### src/lsd_pkg.sv
// Package for the level switch discrete-input block: register map, reset values, timing.
// Assumes a 10 MHz aclk and 32-bit AXI4-Lite register access.
package lsd_pkg;
    // ==========================================================
    // Register byte offsets
    localparam logic [7:0] LSD_CTRL_OFS = 8'h00;
    localparam logic [7:0] LSD_RANGE_LO_OFS = 8'h04;
    localparam logic [7:0] LSD_RANGE_HI_OFS = 8'h08;
    localparam logic [7:0] LSD_THR_RISE_OFS = 8'h0c;
    localparam logic [7:0] LSD_THR_FALL_OFS = 8'h10;
    localparam logic [7:0] LSD_DLY_ON_OFS = 8'h14;
    localparam logic [7:0] LSD_DLY_OFF_OFS = 8'h18;
    localparam logic [7:0] LSD_RAW_OFS = 8'h1c;
    localparam logic [7:0] LSD_STATUS_OFS = 8'h20;
    localparam logic [7:0] LSD_LEVEL_OFS = 8'h24;
    localparam logic [7:0] LSD_STAT_BYTE_OFS = 8'h28;
    // ==========================================================
    // Field positions
    localparam int LSD_CTRL_INV_BIT = 0;
    localparam int LSD_ST_RAW_SW_BIT = 0;
    localparam int LSD_ST_LEVEL_BIT = 1;
    localparam int LSD_ST_TIMING_BIT = 2;
    localparam int LSD_ST_THR_LSB = 8;
    localparam int LSD_ST_HYST_LSB = 16;
    // ==========================================================
    // Reset values and constants (percent, raw counts, tenths of a second)
    localparam logic [7:0] LSD_THR_RISE_RST = 8'h37;
    localparam logic [7:0] LSD_THR_FALL_RST = 8'h2d;
    localparam logic [15:0] LSD_RANGE_LO_RST = 16'h0000;
    localparam logic [15:0] LSD_RANGE_HI_RST = 16'hffff;
    localparam logic [10:0] LSD_DLY_RST = 11'h000;
    localparam logic [10:0] LSD_DLY_MAX = 11'h3e8;
    localparam logic [7:0] LSD_STAT_GOOD = 8'h80;
    // ==========================================================
    // Timing
    localparam int LSD_CLK_HZ = 10_000_000;
    localparam int LSD_TICK_MS = 100;
    localparam int LSD_TICK_CYC = LSD_CLK_HZ / 1000 * LSD_TICK_MS;
    // ==========================================================
    // Response codes
    localparam logic [1:0] LSD_RESP_OK = 2'b00;
    localparam logic [1:0] LSD_RESP_SLVERR = 2'b10;
endpackage

### src/lsd_top.sv
// Level switch discrete-input evaluation with AXI4-Lite registers.
// Assumes raw_count arrives on aclk with a one-cycle raw_valid strobe.
//
// Register access over AXI4-Lite and the placing of the registers were left to the implementer.
`timescale 1ns/10ps
// Function
// - The switch turns on when the scaled level reaches the rising threshold, default 55 percent.
// - The switch turns off when the level falls to the falling threshold, default 45 percent.
// - The level result is set only after the on delay has elapsed since covering.
// - The level result is cleared only after the off delay has elapsed since uncovering.
// - Both delays accept 0.0 to 100.0 seconds in tenths.
// - A switch change during a running delay cancels it; the next change reloads the timer and starts again.
// - With inversion on the level status is inverted, otherwise passed unchanged.
// - Raw count, raw switch state, valid threshold and hysteresis are readable.
// - Cyclic data is a logical level byte followed by a status byte.
module lsd_top #(
    parameter int TICK_CYC = lsd_pkg::LSD_TICK_CYC
) (
    input wire logic aclk,
    input wire logic aresetn,
    input wire logic [15:0] raw_count,
    input wire logic raw_valid,
    input wire logic [7:0] awaddr,
    input wire logic awvalid,
    output logic awready,
    input wire logic [31:0] wdata,
    input wire logic [3:0] wstrb,
    input wire logic wvalid,
    output logic wready,
    output logic [1:0] bresp,
    output logic bvalid,
    input wire logic bready,
    input wire logic [7:0] araddr,
    input wire logic arvalid,
    output logic arready,
    output logic [31:0] rdata,
    output logic [1:0] rresp,
    output logic rvalid,
    input wire logic rready,
    output logic [15:0] cyclic_data,
    output logic level_out
);
    import lsd_pkg::*;

    // ==========================================================
    // Parameter checks
    if (TICK_CYC < 1) begin : g_tick_low
        $error("TICK_CYC must be at least one");
    end
    // The tick counter is 24 bits wide
    if (TICK_CYC > 16_777_216) begin : g_tick_high
        $error("TICK_CYC must fit the 24-bit tick counter");
    end

    typedef enum {LSD_IDLE, LSD_TIMING} lsd_tmr_e;

    logic inv_r;
    logic [15:0] range_lo_r;
    logic [15:0] range_hi_r;
    logic [7:0] thr_rise_r;
    logic [7:0] thr_fall_r;
    logic [10:0] dly_on_r;
    logic [10:0] dly_off_r;
    logic [15:0] raw_r;
    logic raw_sw_r;
    logic level_r;
    lsd_tmr_e tmr_r;
    logic [10:0] tenths_r;
    logic [23:0] tick_cnt_r;
    logic tick;
    logic [7:0] pct;
    logic sw_nxt;

    // ==========================================================
    // Scaling
    function automatic logic [7:0] lsd_scale(input logic [15:0] raw, input logic [15:0] lo,
                                             input logic [15:0] hi);
        logic [16:0] num;
        logic [16:0] den;
        logic [23:0] prod;
        logic [23:0] q;
        num = 17'(raw) - 17'(lo);
        den = 17'(hi) - 17'(lo);
        prod = 24'(num[15:0]) * 24'd100;
        q = 24'h0;
        // An empty or inverted range reads as 0 percent
        if (raw <= lo || hi <= lo) begin
            q = 24'h0;
        end else if (raw >= hi) begin
            q = 24'd100;
        end else begin
            q = prod / 24'(den[15:0]);
        end
        return q[7:0];
    endfunction

    // Division is combinational; fine at 10 MHz, a trade of area for latency.
    always_comb begin
        pct = lsd_scale(raw_r, range_lo_r, range_hi_r);
        sw_nxt = raw_sw_r;
        if (pct >= thr_rise_r) begin
            sw_nxt = 1'b1;
        end else if (pct <= thr_fall_r) begin
            sw_nxt = 1'b0;
        end
    end

    always_ff @(posedge aclk) begin
        if (!aresetn) begin
            raw_r <= 16'h0;
            raw_sw_r <= 1'b0;
        end else begin
            if (raw_valid) begin
                raw_r <= raw_count;
            end
            raw_sw_r <= sw_nxt;
        end
    end

    // ==========================================================
    // Delay timers
    // Counter idles at zero so every delay starts on a whole tick
    assign tick = (tick_cnt_r == 24'(TICK_CYC - 1));

    always_ff @(posedge aclk) begin
        if (!aresetn || tmr_r == LSD_IDLE || tick) begin
            tick_cnt_r <= 24'h0;
        end else begin
            tick_cnt_r <= tick_cnt_r + 24'h1;
        end
    end

    // A return to the old state cancels the run; the next change reloads the full delay
    always_ff @(posedge aclk) begin
        if (!aresetn) begin
            tmr_r <= LSD_IDLE;
            tenths_r <= 11'h0;
            level_r <= 1'b0;
        end else begin
            case (tmr_r)
                LSD_IDLE: begin
                    if (raw_sw_r != level_r) begin
                        tenths_r <= raw_sw_r ? dly_on_r : dly_off_r;
                        tmr_r <= LSD_TIMING;
                    end
                end
                LSD_TIMING: begin
                    if (raw_sw_r == level_r) begin
                        tmr_r <= LSD_IDLE;
                    end else if (tenths_r == 11'h0) begin
                        level_r <= raw_sw_r;
                        tmr_r <= LSD_IDLE;
                    end else if (tick) begin
                        tenths_r <= tenths_r - 11'h1;
                    end
                end
                default: tmr_r <= LSD_IDLE;
            endcase
        end
    end

    // ==========================================================
    // Cyclic outputs
    always_ff @(posedge aclk) begin
        if (!aresetn) begin
            level_out <= 1'b0;
            cyclic_data <= 16'h0;
        end else begin
            level_out <= level_r ^ inv_r;
            cyclic_data <= {7'h0, level_r ^ inv_r, LSD_STAT_GOOD};
        end
    end

    // ==========================================================
    // AXI4-Lite write
    logic aw_hold_r;
    logic w_hold_r;
    logic [7:0] aw_r;
    logic [31:0] wd_r;
    logic [3:0] ws_r;
    logic [31:0] wm;
    logic wr_fire;
    logic wr_ok;

    assign wr_fire = aw_hold_r && w_hold_r && !bvalid;
    assign wm = {{8{ws_r[3]}}, {8{ws_r[2]}}, {8{ws_r[1]}}, {8{ws_r[0]}}};
    assign wr_ok = (aw_r <= LSD_DLY_OFF_OFS) && (aw_r[1:0] == 2'b00);

    always_ff @(posedge aclk) begin
        if (!aresetn) begin
            aw_hold_r <= 1'b0;
            w_hold_r <= 1'b0;
            awready <= 1'b0;
            wready <= 1'b0;
            aw_r <= 8'h0;
            wd_r <= 32'h0;
            ws_r <= 4'h0;
            bvalid <= 1'b0;
            bresp <= LSD_RESP_OK;
        end else begin
            awready <= !aw_hold_r && !awready && awvalid;
            wready <= !w_hold_r && !wready && wvalid;
            if (awvalid && awready) begin
                aw_hold_r <= 1'b1;
                aw_r <= awaddr;
            end
            if (wvalid && wready) begin
                w_hold_r <= 1'b1;
                wd_r <= wdata;
                ws_r <= wstrb;
            end
            if (wr_fire) begin
                aw_hold_r <= 1'b0;
                w_hold_r <= 1'b0;
                bvalid <= 1'b1;
                bresp <= wr_ok ? LSD_RESP_OK : LSD_RESP_SLVERR;
            end else if (bvalid && bready) begin
                bvalid <= 1'b0;
            end
        end
    end

    // Beyond 100.0 s a setting saturates; the whole word is compared so it never wraps
    function automatic logic [10:0] lsd_sat_dly(input logic [31:0] d);
        return (d > 32'(LSD_DLY_MAX)) ? LSD_DLY_MAX : d[10:0];
    endfunction

    always_ff @(posedge aclk) begin
        if (!aresetn) begin
            inv_r <= 1'b0;
            range_lo_r <= LSD_RANGE_LO_RST;
            range_hi_r <= LSD_RANGE_HI_RST;
            thr_rise_r <= LSD_THR_RISE_RST;
            thr_fall_r <= LSD_THR_FALL_RST;
            dly_on_r <= LSD_DLY_RST;
            dly_off_r <= LSD_DLY_RST;
        end else if (wr_fire) begin
            case (aw_r)
                LSD_CTRL_OFS: if (ws_r[0]) inv_r <= wd_r[LSD_CTRL_INV_BIT];
                LSD_RANGE_LO_OFS: range_lo_r <= (range_lo_r & ~wm[15:0]) | (wd_r[15:0] & wm[15:0]);
                LSD_RANGE_HI_OFS: range_hi_r <= (range_hi_r & ~wm[15:0]) | (wd_r[15:0] & wm[15:0]);
                LSD_THR_RISE_OFS: if (ws_r[0]) thr_rise_r <= wd_r[7:0];
                LSD_THR_FALL_OFS: if (ws_r[0]) thr_fall_r <= wd_r[7:0];
                LSD_DLY_ON_OFS: if (ws_r[0]) dly_on_r <= lsd_sat_dly(wd_r);
                LSD_DLY_OFF_OFS: if (ws_r[0]) dly_off_r <= lsd_sat_dly(wd_r);
                default: inv_r <= inv_r;
            endcase
        end
    end

    // ==========================================================
    // AXI4-Lite read
    logic [31:0] rd_mux;
    logic rd_ok;
    logic [7:0] hyst;

    assign hyst = thr_rise_r - thr_fall_r;

    // Data is captured at the address handshake and held until taken

    always_comb begin
        rd_ok = 1'b1;
        rd_mux = 32'h0;
        case (araddr)
            LSD_CTRL_OFS: rd_mux = {31'h0, inv_r};
            LSD_RANGE_LO_OFS: rd_mux = {16'h0, range_lo_r};
            LSD_RANGE_HI_OFS: rd_mux = {16'h0, range_hi_r};
            LSD_THR_RISE_OFS: rd_mux = {24'h0, thr_rise_r};
            LSD_THR_FALL_OFS: rd_mux = {24'h0, thr_fall_r};
            LSD_DLY_ON_OFS: rd_mux = {21'h0, dly_on_r};
            LSD_DLY_OFF_OFS: rd_mux = {21'h0, dly_off_r};
            LSD_RAW_OFS: rd_mux = {16'h0, raw_r};
            LSD_STATUS_OFS: begin
                rd_mux[LSD_ST_RAW_SW_BIT] = raw_sw_r;
                rd_mux[LSD_ST_LEVEL_BIT] = level_r;
                rd_mux[LSD_ST_TIMING_BIT] = (tmr_r == LSD_TIMING);
                rd_mux[LSD_ST_THR_LSB +: 8] = raw_sw_r ? thr_fall_r : thr_rise_r;
                rd_mux[LSD_ST_HYST_LSB +: 8] = hyst;
            end
            LSD_LEVEL_OFS: rd_mux = {24'h0, 7'h0, level_r ^ inv_r};
            LSD_STAT_BYTE_OFS: rd_mux = {24'h0, LSD_STAT_GOOD};
            default: rd_ok = 1'b0;
        endcase
    end

    always_ff @(posedge aclk) begin
        if (!aresetn) begin
            arready <= 1'b0;
            rvalid <= 1'b0;
            rdata <= 32'h0;
            rresp <= LSD_RESP_OK;
        end else begin
            arready <= !arready && !rvalid && arvalid;
            if (arvalid && arready) begin
                rvalid <= 1'b1;
                rdata <= rd_mux;
                rresp <= rd_ok ? LSD_RESP_OK : LSD_RESP_SLVERR;
            end else if (rvalid && rready) begin
                rvalid <= 1'b0;
            end
        end
    end
endmodule

### config.mk
export PLATFORM = sky130hd
export DESIGN_NAME = lsd_top
export DESIGN_NICKNAME = d
export VERILOG_FILES = /design/src/lsd_pkg.sv /design/src/lsd_top.sv
export SDC_FILE = /design/constraint.sdc
export NUM_CORES = 1
export LEC_CHECK = 0
export CAP_MARGIN = 20
export CORE_ASPECT_RATIO = 1.4
export CORE_MARGIN = 2
export CORE_UTILIZATION = 53
export DETAILED_ROUTE_END_ITERATION = 10
export DONT_BUFFER_PORTS = 1
export PLACE_DENSITY = 0.68
export SLEW_MARGIN = 15
export SYNTH_ARGS = -nofsm -noshare
export SYNTH_HDL_FRONTEND = slang
export SYNTH_SLANG_ARGS = --single-unit
### constraint.sdc
create_clock -name aclk -period 86.4 [get_ports aclk]
set_input_delay 21.6 -clock aclk [delete_from_list [all_inputs] [get_ports aclk]]
set_output_delay 21.6 -clock aclk [all_outputs]
set_load 0.1 [all_outputs]
==> flow_summary.toml, run 1 <==
[status]
run_status = "finished clean"

[clocking]
ctsHoldBuffers = 0
cts_tree = "yes"
clock_sink_count = 202
cts.repair.resized = 0
cts_htree_levels = 1
cts.reportedPaths.clkPinSlew_ps = 70
clk-insertion-delay-late_ps = 490
clock-root-buffer = "sky130_fd_sc_hd__clkbuf_16"
cts_inserted_buffers = 17
cts_setup_buffers = 0
clock_tree.buffer_depth = 3

[critical_path]
critical_path_source_type = "flip-flop"
critPathBufInv = 12
crit_path_max_incr_delay_ps = 710
crit_family = "compound AO/OA/AOI/OAI gates"
critical_path_peak_fanout = 23
critPathMostFrequentCell = "sky130_fd_sc_hd__a21oi_1"
timing.setup.critical_path_class = "reg2reg"
critical_path.slowest_cell = "sky130_fd_sc_hd__nor3_1"
timing.critical_path.required_ps = 86740
worst-r2r-cell-count = 306
critPathArrivalTime_ps = 72770
timing.rr.end = "raw_sw_r$_SDFFE_PN0P_"
rrSetupSlack_ps = 13980
critical_path.endpoint_type = "flip-flop"

[detailed_routing]
drt-initial-drc-count = 1435
wl_per_cell_um = 18.7
max_used_layer = "met4"
via_per_instance_ratio = 6.14
vias = 25900
wirelength_met1_mm = 31.0
routed_wl_mm = 78.7
routed_length_on_met2_mm = 40.1
drtPass1Iterations = 7
detail_route.drc_violations = 0
wl_met3_mm = 2.72
ant_nets = 0

[timing]
worst_slack_ps = 13980
maxClockFrequency_ghz = 0.0138
unrepaired_setup_endpoints_after_global_routing = "false"
maxSlewViolCount = 0
timing_hold_violations_final = 0
setup_violations = 0
clock_skew_ps = 13.6
fin_tns_setup_ps = 0
max_slew.worst_pin.slew_ps = 1120
layout_worst_path_cycle_share_pct = 83.8
final_period_minus_worst_setup_slack_ps = 72420
max-slew-margin-rel_pct = 24.3

[job]
timing.max_cap.violations = 0

[finish]
layout.filler_cells = 4995
area_growth_syn_to_layout_pct = 4.33
final_std_cell_area_no_fill_um2 = 28500
antenna-diode-count = 0
final_net_count = 4027
post-route-util_pct = 55.9
drive_gt1_share_pct = 6.49

[logic_synthesis]
post_synth_and_or_nand_nor_area_fraction_pct = 22.7
synthesis.area_per_instance_um2 = 7.57
postSynth.topFlopCell = "sky130_fd_sc_hd__dfxtp_1"
synthDominantAreaCellType = "sky130_fd_sc_hd__ha_1"
synth_cell_types = 114
asyncSetResetFlopFracSynth_pct = 0
synth.ff_latch_count = 202
synth.mux.area_fraction_pct = 6.74
synth.top_cell.area_share_pct = 17.8
yosys_warnings = 0
yosys-top-cells-area = "sky130_fd_sc_hd__ha_1 18%, sky130_fd_sc_hd__dfxtp_1 15%, sky130_fd_sc_hd__a21oi_1 4.9%, sky130_fd_sc_hd__nand2_1 4.7%, sky130_fd_sc_hd__nor2_1 4.7%"
yosysSeqAreaShare_pct = 14.8
synthCells = 3612
synth-adder-area-share_pct = 18.7
synth.cell_area_um2 = 27400
share_of_the_synthesized_area_in_compound_gates_ao_oa_aoi_oai_pct = 25.5
post_synth_xor_area_fraction_pct = 6.72
synth_top_family_by_area = "compound AO/OA/AOI/OAI gates"
synth_enable_flop_cells = 0

[hold_path]
worst_hold_path.num_cells = 2
min_path_type = "reg2reg"
whs_endpoint = "wd_r[22]$_SDFFE_PN0P_"
worst_hold_startpoint = "wd_r[22]$_SDFFE_PN0P_"

[floorplanning]
chipHeight_um = 273
floorplan.rows = 98
dieArea_um2 = 53500
placeableCoreArea_um2 = 51000
ioPinCount = 134
initial_utilization_pct = 53.6
chipWidth_um = 196

[grt]
grt_pass1_wl_mm = 127
groute.usage.overall_pct = 28.9
initial_antenna_violation_count = 0
grt_overflow_total = 0
vias_in_the_first_global_route = 25100
grt_start_max_net_pins = 82

[placed_design]
dp_slack_ps = 15070
dpl-instance-area_um2 = 27900
portBuffers = 0
place.detailed.hpwl_mm = 62.3
gp_routability_congestion = 0.966
worst reg2reg max path, delay by kind of cell, from the launching register on:
kind	cells	cell delay (ps)
compound gates	179	40830
xor+xnor	2	430
fa+ha+maj	30	9330
buf+inv	12	2650
flops	1	500
mux	8	2760
simple gates	75	15830
how the worst max path moves through the flow:
stage	to	depth (start not counted)
final	raw_sw_r$_SDFFE_PN0P_	306
after global routing	raw_sw_r$_SDFFE_PN0P_	308
after CTS	raw_sw_r$_SDFFE_PN0P_	306
after detailed placement	raw_sw_r$_SDFFE_PN0P_	306
after global placement	raw_sw_r$_SDFFE_PN0P_	305
after floorplan	raw_sw_r$_SDFFE_PN0P_	319
area by class of cell:
type	count	area, µm²	share of cell area (%)
multi-input combinational	3112	22100	77.6
sequential	202	4050	14.2
tap	650	813	2.85
inverter	177	666	2.33
clock buffer	22	474	1.66
timing repair buffer	39	333	1.17
clock inverter	7	75.1	0.263
per-layer routing:
| layer | GRT usage, % | up-vias |
|---|---|---|
| met5 | 0 | - |
| met4 | 16.6 | 0 |
| met3 | 2.54 | 214 |
| met2 | 55.3 | 532 |
| met1 | 30.8 | 12100 |
| li1 | - | 13100 |
cells in the final DEF, fill, tap and decap left out, drive strengths merged, types with 13 or more instances in the layout:
master / n
ha: 389
nor2: 341
nand2: 340
a21oi: 268
dfxtp: 202
inv: 175
o21ai: 175
xnor2: 127
nor3: 125
o21a: 107
mux2i: 88
a21o: 86
mux2: 84
nand3: 83
xor2: 82
nor2b: 73
nand2b: 51
o31ai: 46
nand4: 41
a21boi: 41
or3: 39
buf: 39
a22oi: 38
o211ai: 37
a211oi: 35
o21bai: 34
and3: 34
and2: 34
a31oi: 31
or2: 29
nor4: 29
conb: 24
clkbuf: 22
a222oi: 13
fa: 13
metrics by stage:
stage          cells  hold slack [ps]
2_1_floorplan   3635              418
3_3_place_gp    4178              442
3_5_place_dp    4178              446
4_1_cts         4207              457
5_1_grt         4209              475
6_report        4209              455
cells in the mapped netlist (13+ instances only):
master / number
sky130_fd_sc_hd__a211oi_1: 35
sky130_fd_sc_hd__a21boi_0: 39
sky130_fd_sc_hd__a21o_1: 85
sky130_fd_sc_hd__a21oi_1: 267
sky130_fd_sc_hd__a222oi_1: 13
sky130_fd_sc_hd__a22oi_1: 38
sky130_fd_sc_hd__a31oi_1: 30
sky130_fd_sc_hd__and2_1: 34
sky130_fd_sc_hd__and3_1: 34
sky130_fd_sc_hd__buf_4: 26
sky130_fd_sc_hd__clkbuf_1: 99
sky130_fd_sc_hd__dfxtp_1: 202
sky130_fd_sc_hd__fa_1: 13
sky130_fd_sc_hd__ha_1: 389
sky130_fd_sc_hd__inv_1: 172
sky130_fd_sc_hd__mux2_2: 80
sky130_fd_sc_hd__mux2i_1: 87
sky130_fd_sc_hd__nand2_1: 340
sky130_fd_sc_hd__nand2b_1: 51
sky130_fd_sc_hd__nand3_1: 82
sky130_fd_sc_hd__nand4_1: 40
sky130_fd_sc_hd__nor2_1: 340
sky130_fd_sc_hd__nor2b_1: 73
sky130_fd_sc_hd__nor3_1: 124
sky130_fd_sc_hd__nor4_1: 27
sky130_fd_sc_hd__o211ai_1: 36
sky130_fd_sc_hd__o21a_1: 106
sky130_fd_sc_hd__o21ai_0: 154
sky130_fd_sc_hd__o21ai_1: 20
sky130_fd_sc_hd__o21bai_1: 34
sky130_fd_sc_hd__o31ai_1: 45
sky130_fd_sc_hd__or2_2: 27
sky130_fd_sc_hd__or3_1: 39
sky130_fd_sc_hd__xnor2_1: 126
sky130_fd_sc_hd__xor2_1: 82
cells by family (layout without fill, tap and decap cells):
family / count (synthesis) / in the layout
xor gates and xnor gates: 209 / 209
other: 1 / 24
and+or+nand+nor: 1273 / 1273
muxes: 172 / 172
adders and majority gates: 402 / 402
AOI/OAI and AO/OA: 1032 / 1032
DFF: 202 / 202
buffers and inverters: 321 / 245
Power of run 1 is left out: the tool's default activity adds up to more than one toggle a clock period on the data nets, which glitch-free logic cannot reach.
==> run 2: changes to the inputs <==
ABC_AREA = 1   (was unset)
clock period = 67.1 ns   (was 86.4 ns; I/O delays follow)
==> flow_summary.toml, run 2 <==
[timing]
layout_worst_path_cycle_share_pct = 91.5
clock_skew_ps = 25.7
maxClockFrequency_ghz = 0.0163
maxSlewViolCount = 0
timing_hold_violations_final = 0
setup_violations = 0
max-slew-margin-rel_pct = 29.3
max_slew.worst_pin.slew_ps = 1060
worst_slack_ps = 5730
final_period_minus_worst_setup_slack_ps = 61370

[clocking]
cts.reportedPaths.clkPinSlew_ps = 70
clock_sink_count = 202
ctsHoldBuffers = 0
clock_tree.buffer_depth = 3
cts_inserted_buffers = 17
cts_htree_levels = 1
clk-insertion-delay-late_ps = 510
clock-root-buffer = "sky130_fd_sc_hd__clkbuf_16"
cts_tree = "yes"

[finish]
mostFrequentLayoutCell = "sky130_fd_sc_hd__nand2_1"
final_net_count = 5065
antenna-diode-count = 0
area_growth_syn_to_layout_pct = 13.5
most_used_cells_in_the_layout_excluding_fill_and_tap_cells = "968 x sky130_fd_sc_hd__nand2_1, 657 x sky130_fd_sc_hd__inv_1, 386 x sky130_fd_sc_hd__ha_1"
drive_gt1_share_pct = 12.1

[job]
timing.max_cap.violations = 0

[grt]
grt_pass1_wl_mm = 129
initial_antenna_violation_count = 0
groute.usage.overall_pct = 29.4
vias_in_the_first_global_route = 26700
grt_start_max_net_pins = 151
grt_overflow_total = 0

[logic_synthesis]
synth.mux.area_fraction_pct = 0.151
synth_cell_types = 62
synthDominantAreaCellType = "sky130_fd_sc_hd__ha_1"
yosysSeqAreaShare_pct = 14.8
post_synth_xor_area_fraction_pct = 6.83
synth_enable_flop_cells = 0
synth.cell_area_um2 = 27300
synthesis.area_per_instance_um2 = 6.28
synth.ff_latch_count = 202
yosys_warnings = 0
synth_top_family_by_area = "simple AND/OR/NAND/NOR gates"
synthCells = 4351
post_synth_and_or_nand_nor_area_fraction_pct = 29.2
share_of_the_synthesized_area_in_compound_gates_ao_oa_aoi_oai_pct = 18.7
postSynth.topFlopCell = "sky130_fd_sc_hd__dfxtp_1"
asyncSetResetFlopFracSynth_pct = 0
synth-adder-area-share_pct = 18.8
yosys-top-cells-count = "972 x sky130_fd_sc_hd__nand2_1, 662 x sky130_fd_sc_hd__inv_1, 389 x sky130_fd_sc_hd__ha_1"
yosys-top-cells-area = "sky130_fd_sc_hd__ha_1 18%, sky130_fd_sc_hd__dfxtp_1 15%, sky130_fd_sc_hd__nand2_1 13%, sky130_fd_sc_hd__inv_1 9.1%, sky130_fd_sc_hd__a21oi_1 6.1%"
synth.top_cell.area_share_pct = 17.8
synth_most_common_cell = "sky130_fd_sc_hd__nand2_1"

[floorplanning]
ioPinCount = 134
initial_utilization_pct = 53.5
dieArea_um2 = 53400
chipWidth_um = 196
chipHeight_um = 273
placeableCoreArea_um2 = 51000
floorplan.rows = 98

[detailed_routing]
routed_wl_mm = 80.5
via_per_instance_ratio = 5.42
wl_per_cell_um = 15.3
vias = 28400
routed_length_on_met2_mm = 39.6
max_used_layer = "met4"
wirelength_met1_mm = 33.0
drt-initial-drc-count = 1510
detail_route.drc_violations = 0
drtPass1Iterations = 6
ant_nets = 0
wl_met3_mm = 3.10

[critical_path]
timing.rr.end = "raw_sw_r$_SDFFE_PN0P_"
worst-r2r-cell-count = 452
critical_path_source_type = "flip-flop"
crit_path_max_incr_delay_ps = 610
critical_path.slowest_cell = "sky130_fd_sc_hd__nor4_1"
timing.critical_path.required_ps = 67500
critical_path.endpoint_type = "flip-flop"
timing.setup.critical_path_class = "reg2reg"
critPathMostFrequentCell = "sky130_fd_sc_hd__inv_1"
critPathArrivalTime_ps = 61770
rrSetupSlack_ps = 5730
critical_path_peak_fanout = 18

[hold_path]
worst_hold_startpoint = "aw_hold_r$_SDFFE_PP0P_"
min_path_type = "reg2reg"
worst_hold_path.num_cells = 1
whs_endpoint = "awready$_SDFF_PN0_"

[placed_design]
dp_slack_ps = 1020
portBuffers = 0
place.detailed.hpwl_mm = 63.6
gp_routability_congestion = 0.971

[status]
run_status = "finished clean"
[run 2: cell types whose count changed in the layout (fill, tap and decap cells not counted), moves of 84 or more]
| cell | delta |
|---|---|
| sky130_fd_sc_hd__buf_4 | +263 |
| sky130_fd_sc_hd__inv_1 | +485 |
| sky130_fd_sc_hd__mux2i_1 | -84 |
| sky130_fd_sc_hd__nand2_1 | +628 |
| sky130_fd_sc_hd__nand3_1 | +131 |
| sky130_fd_sc_hd__o21a_1 | -89 |
| sky130_fd_sc_hd__o21ai_0 | +126 |
[run 2: worst max-delay path, delay by kind of cell (launching register included)]
kind	cells	cell delay [ps]
flip-flops	1	340
buffers and inverters	91	7190
multiplexers	1	380
XOR/XNOR	1	140
AND/OR/NAND/NOR	148	15710
AO/OA/AOI/OAI	181	28100
adder cells (fa/ha/maj)	30	9230
[run 2: how the worst max path moves through the flow]
stage,end,slack [ps],depth (start not counted)
finish,raw_sw_r$_SDFFE_PN0P_,5730,452
global route,raw_sw_r$_SDFFE_PN0P_,-500,467
floorplan,raw_sw_r$_SDFFE_PN0P_,3470,478
detailed placement,raw_sw_r$_SDFFE_PN0P_,1020,453
global placement,raw_sw_r$_SDFFE_PN0P_,1590,441
CTS,raw_sw_r$_SDFFE_PN0P_,740,453
[run 2: cell families after synthesis]
group / count (synthesis)
adders and majority gates: 402
AOI/OAI and AO/OA: 897
DFF: 202
and+or+nand+nor: 1827
buffers and inverters: 805
other: 1
xor gates and xnor gates: 213
muxes: 4
[run 2: final cells by class]
type                    instances  area, µm²
flip-flops and latches        202       4050
fillers                      5057      20000
clock buffers                  21        460
clock inverters                 7       92.6
repair inverters                2       10.0
multi-input cells            3369      20700
repair buffers                303       2300
well taps                     650        813
inverters                     692       2610
[run 2: layer usage]
layer  GRT usage (%)  vias up
li1                -    14800
met1            33.4    12700
met2            54.1      684
met3            2.25      231
met4            16.4        0
met5               0        -
[run 2: metrics by stage]
step                      cell area (µm²)  TNS, ps  std cells  utilization, %  hold slack (ps)
final                               31000        0       5246            60.8              429
after global routing                31000     -496       5246            60.8              455
after CTS                           30200        0       5205            59.3              434
after detailed placement            29700        0       5177            58.2              426
after global placement              29700        0       5177            58.2              422
after floorplan                     27400        0       4374               -              398
[run 2: timing repair]
item | CTS | global route
setup endpoints to repair | 0 | 1
endpoints found under the hold margin | 0 | 0
resized for setup | 0 | 123
setup buffers | 0 | 37
Power of run 2 is left out for the same reason.
